`config.mk`:
```
export PLATFORM = sky130hd
export DESIGN_NAME = scan_interface_sequencer
export DESIGN_NICKNAME = d
export VERILOG_FILES = /design/src/hw/sis_pkg.sv /design/src/hw/sis_ppu_if.sv /design/src/hw/sis_preproc.sv /design/src/hw/scan_interface_sequencer.sv
export SDC_FILE = /design/constraint.sdc
export NUM_CORES = 2
export LEC_CHECK = 0
export BUFFER_PORTS_ARGS = -buffer_cell sky130_fd_sc_hd__buf_2
export CAP_MARGIN = 10
export CORE_MARGIN = 2
export CORE_UTILIZATION = 45
export CTS_BUF_LIST = sky130_fd_sc_hd__clkbuf_8 sky130_fd_sc_hd__clkbuf_16
export CTS_CLUSTER_SIZE = 8
export DETAILED_ROUTE_END_ITERATION = 8
export SYNTH_ARGS = -nofsm -noshare
export SYNTH_HDL_FRONTEND = slang
export SYNTH_SLANG_ARGS = --single-unit
export TNS_END_PERCENT = 10
```
`constraint.sdc`:
```
create_clock -name clk -period 5.7 [get_ports clk]
set_input_delay 1.14 -clock clk [delete_from_list [all_inputs] [get_ports clk]]
set_output_delay 1.14 -clock clk [all_outputs]
set_load 0.005 [all_outputs]
```
`src/hw/sis_pkg.sv`:
```
// Package with the constants, field layouts and types of the scan sequencer.
package sis_pkg;
  // Register byte offsets on the APB bus.
  localparam logic [7:0] OFF_CTRL   = 8'h00; // Enable, restart, clock select.
  localparam logic [7:0] OFF_STATUS = 8'h04; // Sticky events, write 1 clears.
  localparam logic [7:0] OFF_MASK   = 8'h08; // Interrupt mask, same layout.
  localparam logic [7:0] OFF_OUTS   = 8'h0C; // Output bits and current timing state index.
  localparam logic [7:0] OFF_PERIOD = 8'h10; // Sampling period in clk cycles.
  localparam logic [7:0] OFF_REF    = 8'h40; // Sixteen reference words.
  localparam logic [7:0] OFF_TSM    = 8'h80; // Thirty-two timing state words.
  // Control register fields.
  localparam int CTRL_EN      = 0;           // Sequencer enable.
  localparam int CTRL_RESTART = 1;           // Restart at once after a stop.
  localparam int CTRL_CSEL_LO = 2;           // Clock source select, two bits.
  // Status and mask fields.
  localparam int ST_STOP   = 0;              // A cycle has stopped.
  localparam int ST_CHANGE = 1;              // An output bit has changed.
  localparam int ST_W      = 2;              // Number of event bits.
  // Timing state word fields.
  localparam int TS_DUR_LO  = 11;            // Five MSBs give the duration.
  localparam int TS_STOP    = 10;            // Last state of the cycle.
  localparam int TS_CH_LO   = 8;             // Channel number, two bits.
  localparam int TS_EXCITE  = 7;             // Excite the selected sensor.
  localparam int TS_COMPARE = 6;             // Latch comparator at state end.
  localparam int TS_FRONT   = 5;             // 0 first, 1 second front end.
  // Sizes.
  localparam int TSM_N   = 32;               // Number of timing states.
  localparam int REF_N   = 16;               // Reference words, 8 per front.
  localparam int REF_W   = 12;               // Reference converter width.
  localparam int TS_W    = 16;               // Timing state word width.
  localparam int CH_N    = 4;                // Sensor channels.
  localparam int OUT_N   = 8;                // Channel output bits.
  // Reset values.
  localparam logic [3:0]  CTRL_RST   = 4'h0;
  localparam logic [15:0] PERIOD_RST = 16'h0100;
  // Clock source codes.
  localparam logic [1:0] CSEL_LF  = 2'h0;    // Low-frequency clock tick.
  localparam logic [1:0] CSEL_OSC = 2'h1;    // Internal scan oscillator tick.
  localparam logic [1:0] CSEL_SYS = 2'h2;    // Subsystem master clock.
  // Nominal source rates, for reference by software.
  localparam int LF_HZ      = 32768;
  localparam int OSC_MIN_HZ = 2300000;
  localparam int OSC_MAX_HZ = 7900000;
  localparam int CLK_HZ     = 40000000;      // System clock rate.
  // Sequencer states, one-hot.
  typedef enum logic [2:0] {
    SIS_IDLE = 3'b001,
    SIS_RUN  = 3'b010,
    SIS_WAIT = 3'b100
  } sis_state_type;
endpackage

```
`src/hw/sis_ppu_if.sv`:
```
// Interface joining the sequencer to its preprocessing unit.
`timescale 1ns/1ps
`default_nettype none
interface sis_ppu_if;
  logic       latch_en;   // Store one comparator result, pulse.
  logic [2:0] latch_idx;  // Output bit that takes the result.
  logic       latch_val;  // Comparator result to store.
  logic       cycle_stop; // End of a measurement cycle, pulse.
  logic [7:0] out_bits;   // Stored channel output bits.
  logic [7:0] psm_data;   // Results handed to the processing machine.
  logic       psm_start;  // Start of evaluation, pulse.
  logic       changed;    // Some output bit changed, pulse.
  modport seq (output latch_en, latch_idx, latch_val, cycle_stop,
               input out_bits, psm_data, psm_start, changed);
  modport ppu (input latch_en, latch_idx, latch_val, cycle_stop,
               output out_bits, psm_data, psm_start, changed);
endinterface
`default_nettype wire

```
`src/hw/sis_preproc.sv`:
```
// Preprocessing unit: stores comparator results and forwards each cycle.
`timescale 1ns/1ps
`default_nettype none
module sis_preproc (
  input  wire logic clk,
  input  wire logic rstn,
  sis_ppu_if.ppu    pif
);
  logic [7:0] bits_q, bits_d;  // One result register per output bit.
  logic [7:0] data_q, data_d;  // Snapshot for the processing machine.
  logic       start_q, start_d;
  logic       chg_q, chg_d;

  // Next values; a result latched in the stop cycle joins that snapshot.
  always_comb begin
    bits_d = bits_q;
    if (pif.latch_en) begin
      bits_d[pif.latch_idx] = pif.latch_val;
    end
    chg_d   = pif.latch_en && (bits_d != bits_q);
    data_d  = pif.cycle_stop ? bits_d : data_q;
    start_d = pif.cycle_stop;
  end

  // Registers; history stays between cycles for the hysteresis choice.
  always_ff @(posedge clk or negedge rstn) begin
    if (!rstn) begin
      bits_q  <= 8'h00;
      data_q  <= 8'h00;
      start_q <= 1'b0;
      chg_q   <= 1'b0;
    end else begin
      bits_q  <= bits_d;
      data_q  <= data_d;
      start_q <= start_d;
      chg_q   <= chg_d;
    end
  end

  assign pif.out_bits  = bits_q;
  assign pif.psm_data  = data_q;
  assign pif.psm_start = start_q;
  assign pif.changed   = chg_q;
endmodule
`default_nettype wire

```
`src/hw/scan_interface_sequencer.sv`:
```
// Top of the scan sequencer: APB registers, timing machine, references.
`timescale 1ns/1ps
`default_nettype none
module scan_interface_sequencer (
  input  wire logic        clk,
  input  wire logic        rstn,
  input  wire logic        psel,
  input  wire logic        penable,
  input  wire logic        pwrite,
  input  wire logic [7:0]  paddr,
  input  wire logic [31:0] pwdata,
  output logic [31:0]      prdata,
  output logic             pready,
  output logic             pslverr,
  input  wire logic        lf_tick,
  input  wire logic        osc_tick,
  input  wire logic        cmp_in,
  output logic [3:0]       excite,
  output logic [11:0]      dac_ref,
  output logic             front_sel,
  output logic             cycle_stop,
  output logic [7:0]       psm_data,
  output logic             psm_start,
  output logic             irq
);
  // Register storage; the arrays are small enough for flops.
  logic [15:0] tsm_q [sis_pkg::TSM_N];   // Timing state words.
  logic [15:0] tsm_d [sis_pkg::TSM_N];
  logic [11:0] ref_q [sis_pkg::REF_N];   // Reference words.
  logic [11:0] ref_d [sis_pkg::REF_N];
  logic [3:0]  ctrl_q, ctrl_d;           // Control bits.
  logic [1:0]  stat_q, stat_d;           // Sticky events.
  logic [1:0]  mask_q, mask_d;           // Interrupt mask.
  logic [15:0] per_q, per_d;             // Sampling period.
  logic [31:0] rd_q, rd_d;               // Read data register.
  logic        rdy_q, rdy_d;             // Ready register.
  logic        err_q, err_d;             // Error register.
  logic        irq_q, irq_d;             // Interrupt register.
  // Sequencer state.
  sis_pkg::sis_state_type st_q, st_d;    // Machine state.
  logic [4:0]  idx_q, idx_d;             // Current timing state.
  logic [4:0]  dur_q, dur_d;             // Ticks spent in the state.
  logic [15:0] wcnt_q, wcnt_d;           // Cycles waited for the period.
  logic [3:0]  exc_q, exc_d;             // Sensor excitation.
  logic [11:0] dac_q, dac_d;             // Applied reference.
  logic        fsel_q, fsel_d;           // Front end in use.
  logic        stop_q, stop_d;           // Cycle stop pulse.
  logic        lat_q, lat_d;             // Latch pulse.
  logic [2:0]  lidx_q, lidx_d;           // Latch target bit.
  logic        lval_q, lval_d;           // Latched comparator value.
  // Bus decode, timing and check helpers.
  logic        acc;                      // Access phase of a transfer.
  logic        wr_ok;                    // Write commits this edge.
  logic        tick;                     // Selected timing tick.
  logic [15:0] cur;                      // Word of the current state.
  logic [15:0] nxt;                      // Word of the next state.
  logic [15:0] cur_ref;                  // Helper for the checks.

  sis_ppu_if pif ();

  sis_preproc u_ppu (
    .clk  (clk),
    .rstn (rstn),
    .pif  (pif)
  );

  // Reference index: front end, channel, then last output bit.
  function automatic logic [3:0] ref_index(input logic f,
                                           input logic [1:0] ch,
                                           input logic last);
    ref_index = {f, ch, last};
  endfunction

  // Output bit index of a front end and channel.
  function automatic logic [2:0] out_index(input logic f,
                                           input logic [1:0] ch);
    out_index = {f, ch};
  endfunction

  assign acc   = psel && penable;
  assign wr_ok = acc && rdy_q && pwrite;
  assign cur   = tsm_q[idx_q];
  assign nxt   = tsm_q[idx_d];

  // Timing tick from the selected source; the system clock ticks always.
  always_comb begin
    case (ctrl_q[sis_pkg::CTRL_CSEL_LO +: 2])
      sis_pkg::CSEL_LF:  tick = lf_tick;
      sis_pkg::CSEL_OSC: tick = osc_tick;
      sis_pkg::CSEL_SYS: tick = 1'b1;
      default:           tick = lf_tick;
    endcase
  end

  // Bus slave next values: one wait state, so ready is a clean flop.
  always_comb begin
    ctrl_d = ctrl_q;
    mask_d = mask_q;
    per_d  = per_q;
    for (int i = 0; i < sis_pkg::TSM_N; i++) begin
      tsm_d[i] = tsm_q[i];
    end
    for (int i = 0; i < sis_pkg::REF_N; i++) begin
      ref_d[i] = ref_q[i];
    end
    rdy_d = acc && !rdy_q;
    err_d = err_q;
    rd_d  = rd_q;
    if (acc && !rdy_q) begin
      err_d = 1'b0;
      rd_d  = 32'h0000_0000;
      if (paddr[1:0] != 2'h0) begin
        err_d = 1'b1;
      end else if (paddr >= sis_pkg::OFF_TSM) begin
        rd_d = {16'h0000, tsm_q[paddr[6:2]]};
      end else if (paddr >= sis_pkg::OFF_REF) begin
        // Compared as an int: the count of sixteen does not fit four bits.
        if (int'(paddr[5:2]) < sis_pkg::REF_N) begin
          rd_d = {20'h00000, ref_q[paddr[5:2]]};
        end else begin
          err_d = 1'b1;
        end
      end else begin
        case (paddr)
          sis_pkg::OFF_CTRL:   rd_d = {28'h0000000, ctrl_q};
          sis_pkg::OFF_STATUS: rd_d = {30'h00000000, stat_q};
          sis_pkg::OFF_MASK:   rd_d = {30'h00000000, mask_q};
          sis_pkg::OFF_OUTS:   rd_d = {16'h0000, 3'h0, idx_q, pif.out_bits};
          sis_pkg::OFF_PERIOD: rd_d = {16'h0000, per_q};
          default:             err_d = 1'b1;
        endcase
      end
    end
    // Writes land only at the edge where ready is seen high.
    if (wr_ok && !err_q) begin
      if (paddr >= sis_pkg::OFF_TSM) begin
        tsm_d[paddr[6:2]] = pwdata[15:0];
      end else if (paddr >= sis_pkg::OFF_REF) begin
        ref_d[paddr[5:2]] = pwdata[11:0];
      end else begin
        case (paddr)
          sis_pkg::OFF_CTRL:   ctrl_d = pwdata[3:0];
          sis_pkg::OFF_MASK:   mask_d = pwdata[1:0];
          sis_pkg::OFF_PERIOD: per_d  = pwdata[15:0];
          default:             ctrl_d = ctrl_q;
        endcase
      end
    end
    // Sticky events; a new event wins over a clear in the same cycle.
    stat_d = stat_q;
    if (wr_ok && !err_q && paddr == sis_pkg::OFF_STATUS) begin
      stat_d = stat_q & ~pwdata[1:0];
    end
    stat_d[sis_pkg::ST_STOP]   = stat_d[sis_pkg::ST_STOP] | stop_q;
    stat_d[sis_pkg::ST_CHANGE] = stat_d[sis_pkg::ST_CHANGE] | pif.changed;
    irq_d = |(stat_d & mask_d);
  end

  // Bus and register flops.
  always_ff @(posedge clk or negedge rstn) begin
    if (!rstn) begin
      ctrl_q <= sis_pkg::CTRL_RST;
      stat_q <= 2'h0;
      mask_q <= 2'h0;
      per_q  <= sis_pkg::PERIOD_RST;
      rd_q   <= 32'h0000_0000;
      rdy_q  <= 1'b0;
      err_q  <= 1'b0;
      irq_q  <= 1'b0;
      for (int i = 0; i < sis_pkg::TSM_N; i++) begin
        tsm_q[i] <= 16'h0000;
      end
      for (int i = 0; i < sis_pkg::REF_N; i++) begin
        ref_q[i] <= 12'h000;
      end
    end else begin
      ctrl_q <= ctrl_d;
      stat_q <= stat_d;
      mask_q <= mask_d;
      per_q  <= per_d;
      rd_q   <= rd_d;
      rdy_q  <= rdy_d;
      err_q  <= err_d;
      irq_q  <= irq_d;
      tsm_q  <= tsm_d;
      ref_q  <= ref_d;
    end
  end

  // Timing machine next values; it alone drives every sequenced part.
  always_comb begin
    st_d   = st_q;
    idx_d  = idx_q;
    dur_d  = dur_q;
    wcnt_d = wcnt_q;
    stop_d = 1'b0;
    lat_d  = 1'b0;
    lidx_d = lidx_q;
    lval_d = lval_q;
    case (st_q)
      sis_pkg::SIS_IDLE: begin
        if (ctrl_q[sis_pkg::CTRL_EN]) begin
          st_d  = sis_pkg::SIS_RUN;
          idx_d = 5'h00;
          dur_d = 5'h00;
        end
      end
      sis_pkg::SIS_RUN: begin
        if (tick) begin
          if (dur_q != cur[sis_pkg::TS_DUR_LO +: 5]) begin
            dur_d = dur_q + 5'h01;
          end else begin
            dur_d = 5'h00;
            // The comparator sees sensor on plus, reference on minus.
            if (cur[sis_pkg::TS_COMPARE]) begin
              lat_d  = 1'b1;
              lidx_d = out_index(cur[sis_pkg::TS_FRONT],
                                 cur[sis_pkg::TS_CH_LO +: 2]);
              lval_d = cmp_in;
            end
            if (cur[sis_pkg::TS_STOP] || idx_q == 5'h1F) begin
              stop_d = 1'b1;
              idx_d  = 5'h00;
              wcnt_d = 16'h0000;
              if (!ctrl_q[sis_pkg::CTRL_RESTART]) begin
                st_d = sis_pkg::SIS_WAIT;
              end
            end else begin
              idx_d = idx_q + 5'h01;
            end
          end
        end
      end
      sis_pkg::SIS_WAIT: begin
        // The period counts system clocks so it holds in any source.
        if (wcnt_q >= per_q) begin
          st_d = sis_pkg::SIS_RUN;
        end else begin
          wcnt_d = wcnt_q + 16'h0001;
        end
      end
      default: begin
        st_d = sis_pkg::SIS_IDLE;
      end
    endcase
    // Clearing enable parks the machine; a pending stop still reports.
    if (!ctrl_q[sis_pkg::CTRL_EN]) begin
      st_d  = sis_pkg::SIS_IDLE;
      idx_d = 5'h00;
      dur_d = 5'h00;
    end
    // Outputs follow the next state so they line up with the index.
    exc_d  = 4'h0;
    fsel_d = nxt[sis_pkg::TS_FRONT];
    if (st_d == sis_pkg::SIS_RUN && nxt[sis_pkg::TS_EXCITE]) begin
      exc_d[nxt[sis_pkg::TS_CH_LO +: 2]] = 1'b1;
    end
    dac_d = ref_q[ref_index(nxt[sis_pkg::TS_FRONT],
                            nxt[sis_pkg::TS_CH_LO +: 2],
                            pif.out_bits[out_index(nxt[sis_pkg::TS_FRONT],
                                nxt[sis_pkg::TS_CH_LO +: 2])])];
  end

  // Timing machine flops.
  always_ff @(posedge clk or negedge rstn) begin
    if (!rstn) begin
      st_q   <= sis_pkg::SIS_IDLE;
      idx_q  <= 5'h00;
      dur_q  <= 5'h00;
      wcnt_q <= 16'h0000;
      exc_q  <= 4'h0;
      dac_q  <= 12'h000;
      fsel_q <= 1'b0;
      stop_q <= 1'b0;
      lat_q  <= 1'b0;
      lidx_q <= 3'h0;
      lval_q <= 1'b0;
    end else begin
      st_q   <= st_d;
      idx_q  <= idx_d;
      dur_q  <= dur_d;
      wcnt_q <= wcnt_d;
      exc_q  <= exc_d;
      dac_q  <= dac_d;
      fsel_q <= fsel_d;
      stop_q <= stop_d;
      lat_q  <= lat_d;
      lidx_q <= lidx_d;
      lval_q <= lval_d;
    end
  end

  assign pif.latch_en   = lat_q;
  assign pif.latch_idx  = lidx_q;
  assign pif.latch_val  = lval_q;
  assign pif.cycle_stop = stop_q;
  assign prdata    = rd_q;
  assign pready    = rdy_q;
  assign pslverr   = err_q;
  assign excite    = exc_q;
  assign dac_ref   = dac_q;
  assign front_sel = fsel_q;
  assign cycle_stop = stop_q;
  assign psm_data  = pif.psm_data;
  assign psm_start = pif.psm_start;
  assign irq       = irq_q;

  assign cur_ref = {4'h0, ref_q[ref_index(cur[sis_pkg::TS_FRONT],
                    cur[sis_pkg::TS_CH_LO +: 2],
                    pif.out_bits[out_index(cur[sis_pkg::TS_FRONT],
                        cur[sis_pkg::TS_CH_LO +: 2])])]};
endmodule
`default_nettype wire

```
==> flow_summary.json <==
{
  "clkLatencyLatePin_ns": 0.71,
  "die_w_um": 313,
  "area_delta_synth_final_pct": 13.9,
  "die_h_um": 313,
  "fin_util_pct": 51.7,
  "ys_ff_latch": 817,
  "vdd.ir_drop.worst_v": 0.000228,
  "nNetsFinal": 3283,
  "dpl_worst_slack_ns": -0.0697,
  "multi_input_area_um2": 21600,
  "fmaxAchievable_ghz": 0.176,
  "grt_pass1_wl_mm": 199,
  "dr.pass1.iters": 5,
  "place_inst": 4357,
  "start_util_pct": 45.4,
  "power_leakage_nw": 22.3,
  "syn_inst": 3107,
  "fill_cells": 7810,
  "synth_warnings": 0,
  "drive_above_1_share_pct": 47.0,
  "crit_type": "reg -> reg",
  "synth_area_leaders": "dfrtp_1, mux2_2, mux4_2",
  "hpwlAfterDp_mm": 84.0,
  "timing.rr.start": "idx_q[0]",
  "cp-start-kind": "flop",
  "cp_slowest_cell": "dfrtp_4",
  "tightest_slew_ns": 1.15,
  "rows": 113,
  "place.port_buffers": 77,
  "endpoint": "dac_ref[5]",
  "synth_cell_type_count": 75,
  "critPathRequiredTime_ns": 6.29,
  "synth_top_area_share_pct": 47.4,
  "critPathMaxFanout": 12,
  "wire_per_inst_um": 29.5,
  "drtIter0Drc": 2988,
  "grt_usage_pct": 27.1,
  "hold_violations": 0,
  "drv_cap": 0,
  "r2r_cells": 25,
  "synth.most_common_cell": "dfrtp_1",
  "min_period_ns": 5.68,
  "overflow": 0,
  "maxSlewViolCount": 0,
  "fin_crit_sh_pct": 99.7,
  "dr_total_vias": 28929,
  "rrSetupSlack_ns": 0.02,
  "yosys.area.top_type": "dfrtp_1",
  "grt_max_degree": 141,
  "grt_pass1_vias": 29893,
  "die_area_um2": 98200,
  "finalPower_mw": 12.3,
  "relSlewSlack_pct": 23.3,
  "postSynthAreaPerCell_um2": 13.9,
  "cp_common_cell": "buf_4",
  "final-seq-area_um2": 20500,
  "cts_max_path_buffers": 3,
  "async_flop_share_pct": 100,
  "outcome": "complete, no violations",
  "drt_wl_total_mm": 133,
  "worst_path_largest_cell_delay_ns": 0.57,
  "setup_viol": 0,
  "startpoint": "idx_q[0]",
  "end_kind": "flop",
  "rsz0062_at_grt": "true",
  "synth-main-ff-cell": "dfrtp_1",
  "seq_area_frac_synth_pct": 47.5,
  "cts_buffers": 112,
  "power_density_nw_per_um2": 251,
  "syn_area_um2": 43100,
  "clkTransAtPathRegs_ns": 0.05,
  "core_um2": 94900,
  "ant_nets": 0,
  "min_path_type": "reg -> reg",
  "r2r_end": "dac_ref[5]",
  "io-pin-count": 110,
  "synth_edf_count": 0,
  "cts-root-buf": "clkbuf_16",
  "drcViolationCount": 0,
  "htree_levels": 3,
  "worst_clock_skew_ns": 0.0478,
  "viasPerCell": 6.41,
  "arrival_ns": 6.27,
  "cts_sinks": 817,
  "antenna_found_initial": 7,
  "gp_congestion": 0.911,
  "ys_top_cells_by_count": "dfrtp_1, mux2_2, mux4_2",
  "cts_tree": "yes",
  "fin_cells": 4512,
  "fin_ws_ns": 0.0179
}
## layout by cell type (no fill, tap or decap), types with 11 or more instances in the layout
cell type	n
buf_12	24
mux2i_1	146
a21oi_1	83
clkbuf_16	115
a21o_1	11
nand2b_1	13
and3_1	13
o21ai_0	58
buf_2	72
or3_1	12
nor2_1	93
a221oi_1	32
a32o_1	12
a221oi_2	17
nand2_1	145
a31oi_1	17
buf_4	157
mux4_2	311
inv_1	61
conb_1	16
ha_1	22
nand3_1	33
nor2_2	28
dfrtp_1	812
nor3_1	28
mux2_2	735
nor3_2	11
## report_power, final
| part | internal (mW) | total (mW) | leakage (nW) | switching, mW |
|---|---|---|---|---|
| combinational | 0.147 | 0.537 | 9.45 | 0.390 |
| sequential | 5.84 | 5.86 | 11.2 | 0.0203 |
| clock | 3.46 | 5.94 | 1.57 | 2.48 |
| total | 9.44 | 12.3 | 22.3 | 2.89 |
## metal layers
metal  vias to the layer above  wire length [µm]  track usage, %
met5                         -                40               0
met4                         6              4740            9.30
met3                       291              9520            4.71
met2                      1220             61400            42.3
met1                     15528             57200            38.7
li1                      11884                 -               -
## worst max-delay path: cells and delay by family, from the launching register on
family | cells | cell delay (ns)
AOI/OAI and AO/OA | 5 | 0.96
buffers and inverters | 9 | 1.30
muxes | 5 | 1.67
xor gates and xnor gates | 1 | 0.18
DFF | 1 | 0.57
and+or+nand+nor | 5 | 0.84
## state kept, by name (all words and copies together) (netlist names), 2 cells and up
| name | count |
|---|---|
| tsm_q | 512 |
| ref_q | 192 |
| per_q | 16 |
| prdata | 16 |
| wcnt_q | 16 |
| dac_ref | 12 |
| u_ppu.pif.out_bits | 8 |
| u_ppu.pif.psm_data | 8 |
| dur_q | 5 |
| idx_q | 5 |
| ctrl_q | 4 |
| excite | 4 |
| lidx_q | 3 |
| st_q | 3 |
| mask_q | 2 |
| stat_q | 2 |
## how the worst min path moves through the flow
| stage | start | end | cells past startpoint | slack (ns) |
|---|---|---|---|---|
| 2_1_floorplan | u_ppu.pif.changed | stat_q[1] | 1 | 0.42 |
| 3_3_place_gp | u_ppu.pif.changed | stat_q[1] | 1 | 0.46 |
| 3_5_place_dp | u_ppu.pif.changed | stat_q[1] | 1 | 0.45 |
| 4_1_cts | u_ppu.pif.changed | stat_q[1] | 1 | 0.47 |
| 5_1_grt | u_ppu.pif.changed | stat_q[1] | 1 | 0.49 |
| 6_report | u_ppu.pif.changed | stat_q[1] | 1 | 0.46 |
## cells by family after synthesis
logic type / count (synthesis) / synth area share [%]
AOI/OAI and AO/OA: 311 / 4.92
buffers and inverters: 329 / 3.25
DFF: 817 / 47.5
muxes: 1194 / 38.9
adders and majority gates: 22 / 0.639
xor gates and xnor gates: 15 / 0.305
and+or+nand+nor: 418 / 4.45
other: 1 / 0.00871
## through the flow
stage	cell area, µm²	setup TNS, ns	hold WS (ns)
3_5_place_dp	45700	-0.413	0.447
6_report	49100	0	0.460
3_3_place_gp	45700	-0.0781	0.459
5_1_grt	49000	-0.593	0.493
2_1_floorplan	43100	0	0.424
4_1_cts	48700	-0.000693	0.472
## area by class of cell
class	count	area share, %
Antenna cell	2	0.0102
Clock buffer	113	5.74
Clock inverter	33	0.388
Inverter	40	0.334
Multi-Input combinational cell	1976	44.0
Sequential cell	817	41.7
Tap cell	1265	3.23
Timing Repair Buffer	266	4.61
## what timing repair did
action	4_1_cts	5_1_grt
resized for setup	6	38
setup buffers	0	4
endpoints found under the setup margin	12	12
gates cloned	0	3
pin swaps	1	6
hold buffers	0	0
Note: power is estimated with default switching activity, not from simulation.
